$ cat config.mk
export PLATFORM = sky130hd
export DESIGN_NAME = dprs_sel
export DESIGN_NICKNAME = d
export VERILOG_FILES = /design/src/rtl/dprs_pkg.sv /design/src/rtl/dprs_buf.sv /design/src/rtl/dprs_sel.sv
export VERILOG_INCLUDE_DIRS = /design/src /design/src/rtl
export SDC_FILE = /design/constraint.sdc
export NUM_CORES = 1
export LEC_CHECK = 0
export ABC_AREA = 1
export BUFFER_PORTS_ARGS = -buffer_cell sky130_fd_sc_hd__buf_2
export CORE_UTILIZATION = 47
export CTS_BUF_LIST = sky130_fd_sc_hd__clkbuf_4 sky130_fd_sc_hd__clkbuf_8 sky130_fd_sc_hd__clkbuf_16
export DETAILED_ROUTE_END_ITERATION = 7
export PLACE_DENSITY = 0.75
export SYNTH_ARGS = -nofsm -noshare
export SYNTH_HDL_FRONTEND = slang
export SYNTH_SLANG_ARGS = --single-unit
$ cat constraint.sdc
create_clock -name clk -period 1.5 [get_ports clk]
set_input_delay 0.075 -clock clk [delete_from_list [all_inputs] [get_ports clk]]
set_output_delay 0.075 -clock clk [all_outputs]
set_load 0.01 [all_outputs]
$ cat src/rtl/dprs_params.svh
/*
 * constants for the dma peripheral request selector: select codes,
 * request source count and buffer sizing.
 * assumes inclusion by bare name from any design file.
 */
`ifndef DPRS_PARAMS_SVH
`define DPRS_PARAMS_SVH

// select codes for the three-bit request select field
`define DPRS_SEL_TMR0 3'h0
`define DPRS_SEL_TMR1 3'h1
`define DPRS_SEL_TMR2 3'h2
`define DPRS_SEL_TMR3 3'h3
`define DPRS_SEL_SER0_RX 3'h4
`define DPRS_SEL_SER0_TX 3'h5
`define DPRS_SEL_SER1_RX 3'h6
`define DPRS_SEL_SER1_TX 3'h7
// number of request sources
`define DPRS_NUM_SRC 8
// buffer depth
`define DPRS_BUF_DEPTH 2

`endif

$ cat src/rtl/dprs_pkg.sv
/*
 * types for the dma peripheral request selector.
 * assumes dprs_params.svh is on the include path.
 */
package dprs_pkg;
    // which end of a transfer is pinned to a serial data register
    typedef enum logic [1:0] {
        DPRS_FIX_NONE = 2'b00, // any source, any destination
        DPRS_FIX_SRC = 2'b01,  // source pinned to a receive data register
        DPRS_FIX_DST = 2'b10   // destination pinned to a transmit data register
    } dprs_fix_e;
    // pinned serial data register
    typedef enum logic [2:0] {
        DPRS_REG_NONE = 3'b000,
        DPRS_REG_SER0_RX = 3'b001, // serial0_rx_data_reg
        DPRS_REG_SER0_TX = 3'b010, // serial0_tx_data_reg
        DPRS_REG_SER1_RX = 3'b011, // serial1_rx_data_reg
        DPRS_REG_SER1_TX = 3'b100  // serial1_tx_data_reg
    } dprs_reg_e;
    // channel request state
    typedef enum logic [0:0] {
        DPRS_IDLE = 1'b0,
        DPRS_BUSY = 1'b1
    } dprs_state_e;
endpackage

$ cat src/rtl/dprs_buf.sv
/*
 * two-entry valid/ready buffer for trigger words.
 * assumes one clock, asynchronous active-low reset.
 */
`timescale 1ns/1ps
`include "dprs_params.svh"
module dprs_buf #(
    parameter int WIDTH = 8,
    parameter int DEPTH = `DPRS_BUF_DEPTH
) (
    // clock and reset
    input wire logic clk,
    input wire logic rst_n,
    // filling side
    input wire logic in_valid,
    output logic in_ready,
    input wire logic [WIDTH-1:0] in_data,
    // draining side
    output logic out_valid,
    input wire logic out_ready,
    output logic [WIDTH-1:0] out_data
);
    localparam int AW = (DEPTH > 1) ? $clog2(DEPTH) : 1;
    logic [WIDTH-1:0] mem_q [DEPTH]; // storage
    logic [AW-1:0] wr_q; // write index
    logic [AW-1:0] rd_q; // read index
    logic [AW:0] cnt_q; // occupancy
    logic push; // word written this cycle
    logic pop; // word read this cycle

    // wrap an index at depth
    function automatic logic [AW-1:0] nxt(input logic [AW-1:0] i);
        nxt = (i == AW'(DEPTH - 1)) ? '0 : i + AW'(1);
    endfunction

    assign in_ready = (cnt_q != (AW + 1)'(DEPTH));
    assign out_valid = (cnt_q != '0);
    assign out_data = mem_q[rd_q];
    assign push = in_valid && in_ready;
    assign pop = out_valid && out_ready;

    // storage write
    always_ff @(posedge clk) begin
        if (push) begin
            mem_q[wr_q] <= in_data;
        end
    end

    // pointers and count
    always_ff @(posedge clk or negedge rst_n) begin
        if (!rst_n) begin
            wr_q <= '0;
            rd_q <= '0;
            cnt_q <= '0;
        end else begin
            if (push) begin
                wr_q <= nxt(wr_q);
            end
            if (pop) begin
                rd_q <= nxt(rd_q);
            end
            cnt_q <= cnt_q + (AW + 1)'(push) - (AW + 1)'(pop);
        end
    end
endmodule // dprs_buf

$ cat src/rtl/dprs_sel.sv
/*
 * request selector for one dma channel triggered by on-chip peripherals.
 * picks one of eight peripheral requests, pins the source or destination
 * for serial triggers, and withdraws the request when the transfer runs.
 * one trigger is outstanding at a time; a request that stays high
 * through a burst gives a single trigger.
 * assumes peripheral request lines are synchronous to clk, and the dma
 * channel sees pinned-register codes and bus mode with each trigger.
 */
// Operation
// - code 000: timer 0 compare A, any ends
// - code 001: timer 1 compare A, any ends
// - code 010: timer 2 compare A, any ends
// - code 011: timer 3 compare A, any ends
// - code 100: serial 0 rx, source rx register
// - code 110: serial 1 rx, source rx register
// - request cleared: first steal, last burst

`timescale 1ns/1ps
`include "dprs_params.svh"
module dprs_sel
    import dprs_pkg::*;
(
    // clock and reset
    input wire logic clk,
    input wire logic rst_n,
    // configuration
    input wire logic req_sel_bit2,
    input wire logic req_sel_bit1,
    input wire logic req_sel_bit0,
    input wire logic burst_mode, // 1 burst, 0 cycle steal
    input wire logic chan_enable,
    // peripheral requests
    input wire logic timer0_cmpa_req,
    input wire logic timer1_cmpa_req,
    input wire logic timer2_cmpa_req,
    input wire logic timer3_cmpa_req,
    input wire logic serial0_rx_full_req,
    input wire logic serial0_tx_empty_req,
    input wire logic serial1_rx_full_req,
    input wire logic serial1_tx_empty_req,
    // transfer progress from the channel
    input wire logic xfer_done,  // one pulse per transfer
    input wire logic xfer_last,  // with xfer_done on the final transfer
    // trigger towards the channel
    output logic trig_valid,
    input wire logic trig_ready,
    output dprs_pkg::dprs_fix_e trig_fix,
    output dprs_pkg::dprs_reg_e trig_reg,
    output logic trig_burst,
    // request withdrawal towards the peripherals
    output logic [`DPRS_NUM_SRC-1:0] req_clear,
    output logic busy
);
    import dprs_pkg::*;

    // trigger word width: pinned end, pinned register, bus mode
    localparam int TW = 2 + 3 + 1; // fix, reg, burst

    // select decode
    logic [2:0] sel; // select field
    logic [`DPRS_NUM_SRC-1:0] reqs; // all request lines
    logic picked; // selected request level
    dprs_fix_e fix_d; // pinned end for the current code
    dprs_reg_e reg_d; // pinned register for the current code
    // request state
    dprs_state_e state_q; // idle, or waiting for withdrawal
    logic clear_gap; // withdrawal pulse to the selected source still stands
    // buffer interface
    logic in_valid; // trigger offered to the buffer
    logic in_ready; // buffer has room
    logic [TW-1:0] in_word; // word offered to the buffer
    logic [TW-1:0] out_word; // oldest buffered word
    logic out_valid; // buffer holds a word
    logic pop; // output stage takes the oldest word
    // output stage and withdrawal pulse
    logic trig_valid_q; // trigger word on offer to the channel
    logic [TW-1:0] trig_word_q; // trigger word held for the channel
    logic [`DPRS_NUM_SRC-1:0] clear_q; // one-cycle withdrawal pulse

    // withdrawal point: first transfer in cycle steal, last one in burst;
    // shared by the state update and the withdrawal pulse so they agree
    function automatic logic withdraw_due(input logic done, input logic last, input logic bm);
        withdraw_due = done && (!bm || last);
    endfunction

    // select field gathered from its three bits
    assign sel = {req_sel_bit2, req_sel_bit1, req_sel_bit0};
    // request lines packed by select code, timers low, serial high
    assign reqs = {serial1_tx_empty_req, serial1_rx_full_req,
                   serial0_tx_empty_req, serial0_rx_full_req,
                   timer3_cmpa_req, timer2_cmpa_req,
                   timer1_cmpa_req, timer0_cmpa_req};
    // only the chosen line is looked at
    assign picked = reqs[sel];

    // decode pinned end and register from the select code;
    // serial receive codes pin the source, transmit codes the destination
    always_comb begin
        // timer codes pin neither end
        fix_d = DPRS_FIX_NONE;
        reg_d = DPRS_REG_NONE;
        unique case (sel)
            `DPRS_SEL_TMR0, `DPRS_SEL_TMR1, `DPRS_SEL_TMR2, `DPRS_SEL_TMR3: begin
                fix_d = DPRS_FIX_NONE;
                reg_d = DPRS_REG_NONE;
            end
            `DPRS_SEL_SER0_RX: begin
                fix_d = DPRS_FIX_SRC;
                reg_d = DPRS_REG_SER0_RX;
            end
            `DPRS_SEL_SER0_TX: begin
                fix_d = DPRS_FIX_DST;
                reg_d = DPRS_REG_SER0_TX;
            end
            `DPRS_SEL_SER1_RX: begin
                fix_d = DPRS_FIX_SRC;
                reg_d = DPRS_REG_SER1_RX;
            end
            `DPRS_SEL_SER1_TX: begin
                fix_d = DPRS_FIX_DST;
                reg_d = DPRS_REG_SER1_TX;
            end
        endcase
    end

    // one trigger per request until it is withdrawn; the peripheral drops
    // its flag only one cycle after seeing the withdrawal pulse, so the
    // stale level is masked while the pulse stands, which would otherwise
    // start a second, unwanted trigger straight after the withdrawal
    assign clear_gap = clear_q[sel];
    assign in_valid = chan_enable && picked && (state_q == DPRS_IDLE) && !clear_gap;
    assign in_word = {fix_d, reg_d, burst_mode};

    // request state: busy from trigger until withdrawal; while it stands
    // the selected request is not looked at again, so a level that stays
    // high through a burst yields exactly one trigger word
    always_ff @(posedge clk or negedge rst_n) begin
        if (!rst_n) begin
            state_q <= DPRS_IDLE;
        end else begin
            unique case (state_q)
                DPRS_IDLE: begin
                    // trigger taken once the buffer has room
                    if (in_valid && in_ready) begin
                        state_q <= DPRS_BUSY;
                    end
                end
                DPRS_BUSY: begin
                    // steal clears on first, burst on last transfer
                    if (withdraw_due(xfer_done, xfer_last, burst_mode)) begin
                        state_q <= DPRS_IDLE;
                    end
                end
            endcase
        end
    end

    // two-entry buffer so a stalled channel loses no trigger word
    dprs_buf #(
        .WIDTH(TW),
        .DEPTH(`DPRS_BUF_DEPTH)
    ) dprs_buf_i (
        .clk(clk),
        .rst_n(rst_n),
        .in_valid(in_valid),
        .in_ready(in_ready),
        .in_data(in_word),
        .out_valid(out_valid),
        .out_ready(pop),
        .out_data(out_word)
    );

    // output stage loads when empty or when current word is taken;
    // it refills in the same cycle that the channel takes the current word
    assign pop = out_valid && (!trig_valid_q || trig_ready);

    // registered trigger outputs, so every trigger output comes from a flop;
    // the word stands unchanged while the channel holds trig_ready low
    always_ff @(posedge clk or negedge rst_n) begin
        if (!rst_n) begin
            trig_valid_q <= 1'b0;
            trig_word_q <= '0;
        end else begin
            if (!trig_valid_q || trig_ready) begin
                // load the next word or let the stage empty
                trig_valid_q <= out_valid;
                if (out_valid) begin
                    trig_word_q <= out_word;
                end
            end
        end
    end

    // withdrawal pulse to the selected peripheral
    always_ff @(posedge clk or negedge rst_n) begin
        if (!rst_n) begin
            clear_q <= '0;
        end else begin
            clear_q <= '0; // no pulse unless a withdrawal is due
            // burst_mode is read at the withdrawal, not at the trigger
            if (state_q == DPRS_BUSY && withdraw_due(xfer_done, xfer_last, burst_mode)) begin
                // only the selected source is withdrawn
                clear_q[sel] <= 1'b1;
            end
        end
    end

    // outputs taken straight from their registers;
    // trigger word fields are sliced from the output register
    assign trig_valid = trig_valid_q;
    assign trig_fix = dprs_fix_e'(trig_word_q[TW-1 -: 2]);
    assign trig_reg = dprs_reg_e'(trig_word_q[3:1]);
    assign trig_burst = trig_word_q[0];
    assign req_clear = clear_q;
    // busy is the state flop itself, its busy code being 1
    assign busy = logic'(state_q);
endmodule // dprs_sel

==> reports/qor.yml <==
end_kind: "register"
slew_headroom_pct: 70.47
nets: 208
ys_top_cells_by_count: "nand2_1 (29), inv_1 (21), dfrtp_1 (19)"
portBuffers: 33
drc: 0
drtPass1Iterations: 4
synth_area_leaders: "dfrtp_1 (35%), edfxtp_1 (22%), nand2_1 (7.9%), inv_1 (5.7%), nand3_1 (4.4%)"
wl_um: 2473
core_sq_um: 2758
synthAdderAreaFrac_pct: 1.818
finClkSkew_ns: 0.004488
synth_warnings: 0
ant_nets: 0
ys_seq_elements: 29
yosys.area_share.simple_pct: 27.36
tns_ns: 0
grtUsageTotal_pct: 17.78
row_count: 19
finalCritPeriodShare_pct: 96.22
async_flop_share_pct: 65.52
synth_top_area_share_pct: 34.55
drive_gt1_share_pct: 32.28
yosysSeqAreaShare_pct: 56.36
grt_first_pass_wirelength_um: 4236
synth.cell_area_sq_um: 1376
cts_tree: "built"
max_stage_delay_ns: 0.41
synth_area_leader_cell: "dfrtp_1"
antenna_found_initial: 0
synth-xor-area-share_pct: 1.273
rsz0062_at_grt: "yes"
chipWidth_um: 56.12
worstSetupPathType: "register to register"
maxSlewViolCount: 0
synth_edf_count: 10
muxShareOfSynthArea_pct: 0
yosysMostFrequentCell: "nand2_1"
setup_viol: 0
p_total_uw: 2451
grt_pass1_vias: 987
cts_max_path_buffers: 2
numCtsBuffers: 5
wl_per_cell_um: 11.24
clk_pin_slew_ns: 0.09
fin_cells: 220
insertion_delay_ns: 0.32
vias: 1094
grt_overflow: 0
critPathLaunchType: "register"
max_freq_ghz: 0.6929
finalHoldViolations: 0
status: "complete, no violations"
syn_area_per_cell_sq_um: 9.363
synthFlopType: "dfrtp_1"
nFillCells: 248
powerDensity_nw_per_um2: 1473
cts.sinks: 29
synth_top_family_by_area: "simple AND/OR/NAND/NOR gates"
ir_worst_vdd_v: 0.001151
tightestPinTransition_ns: 0.4430
initial_core_util_pct: 49.91
required_ns: 1.53
synth.distinct_cells: 27
n_antenna_cell: 0
syn_inst: 147
routed_via_density: 4.973
leakage_uw: 0.0008506
area_delta_synth_final_pct: 20.91
crit_slowest_cell: "dfrtp_1"
worstPathArrival_ns: 1.47
cap_violations: 0
crit_fanout: 5
synth_compound_area_share_pct: 3.545
place_congestion: 0.7639
grt_max_degree: 20
die-area_sq_um: 3149
first_iter_violations: 21
synth_nets: 167
pin_count: 34
layout_min_cycle_time_ns: 1.443
dp_cells: 209
hold_class: "input pin to register"
place_hpwl_um: 1811
clock-root-buffer: "clkbuf_4"
path_cells: "inv_2 > nor2_2 > nor2_2 > nand4_4 > nor2_4 > nand2_4 > nor2_4"
htreeDepth: 2
die_height_um: 56.12
-- per-layer routing --
| layer | vias up | routed length (um) | GRT usage, % | share of wire, % |
|---|---|---|---|---|
| li1 | 558 | - | - | - |
| met1 | 488 | 1117 | 21.90 | 45 |
| met2 | 43 | 1179 | 28.23 | 48 |
| met3 | 5 | 133 | 4.419 | 5.4 |
| met4 | 0 | 42 | 10.45 | 1.7 |
| met5 | - | 0 | 0 | 0 |
-- registers in the layout, summed over array words and instances (netlist names) --
| signal | flops |
|---|---|
| dprs_buf_i.cnt_q | 2 |
| trig_word_q | 5 |
| dprs_buf_i.mem_q | 10 |
| trig_valid | 1 |
| dprs_buf_i.rd_q | 1 |
| dprs_buf_i.wr_q | 1 |
| busy | 1 |
| req_clear | 8 |
-- timing repair --
action	CTS	global route
buffers inserted	0	1
setup endpoints to repair	5	10
pin swaps	0	4
endpoints found under the hold margin	21	0
hold buffers	2	0
resized for setup	1	4
cloned	0	0
-- layout by cell type (no fill, tap or decap) --
cell type and instances:
dlygate4sd3_1 2, nand2_4 2, buf_4 5, edfxtp_1 10, a21boi_0 1, nor2_4 2, or2_2 1, nand2_2 1
nand4_4 1, buf_2 33, nor4_1 3, o21ai_0 1, nor2_1 13, a31oi_1 5, a21oi_1 1, nand4_1 4
nor2_2 3, xor2_1 2, nand3_2 1, inv_2 4, nand2_1 29, ha_1 2, clkbuf_4 6, dfrtp_1 19
inv_1 19, nor3_1 5, clkinv_2 2, nand3_1 12
-- power by group --
group	leakage, uW	internal (uW)	switching, uW
registers	0.000332	1010	105
logic	0.000484	356	520
clock network	0.0000354	196	268
total	0.000851	1560	892
-- worst max-delay path, delay by kind of cell, from the launching register on --
kind | cells | cell delay [ns]
flip-flops | 1 | 0.41
AND/OR/NAND/NOR | 6 | 0.68
buffers and inverters | 1 | 0.07
-- per-stage QoR --
stage	utilization [%]	hold WS [ns]	cell area (sq um)	setup WS, ns
global placement	56.99	0.03763	1572	0.06294
finish	60.34	0.07823	1664	0.05677
CTS	59.71	0.05753	1647	0.01428
global route	60.34	0.07878	1664	-0.01560
floorplan	-	-0.2206	1386	0.009096
detailed placement	56.99	0.04361	1572	-0.001805
-- worst paths after layout --
kind	endpoint	start	slack, ns	cells after the start
max in group asynchronous	req_clear[0]	rst_n	0.97	2
setup reg to reg	dprs_buf_i.mem_q[1][2]	dprs_buf_i.cnt_q[1]	0.06	7
hold reg to reg	dprs_buf_i.wr_q	dprs_buf_i.wr_q	0.48	2
hold / removal	req_clear[1]	req_sel_bit2	0.08	2
setup / recovery	dprs_buf_i.mem_q[1][2]	dprs_buf_i.cnt_q[1]	0.06	7
min in group asynchronous	trig_word_q[2]	rst_n	0.22	2
-- cell families (layout without fill, tap and decap cells) --
kind of cell             count (synthesis)  in the layout
AND/OR/NAND/NOR                         77             77
flip-flops                              29             29
AO/OA/AOI/OAI                            8              8
XOR/XNOR                                 2              2
adder cells (fa/ha/maj)                  2              2
buffers and inverters                   29             71
-- final cells by class --
| class | instances | area [sq um] | share of cell area, % |
|---|---|---|---|
| clock inverters | 2 | 10.01 | 0.6015 |
| multi-input cells | 89 | 485.5 | 29.17 |
| flip-flops and latches | 29 | 775.7 | 46.62 |
| repair buffers | 40 | 222.7 | 13.38 |
| clock buffers | 6 | 45.04 | 2.707 |
| inverters | 23 | 86.33 | 5.188 |
| well taps | 31 | 38.79 | 2.331 |
(Power assumes the default switching activity.)
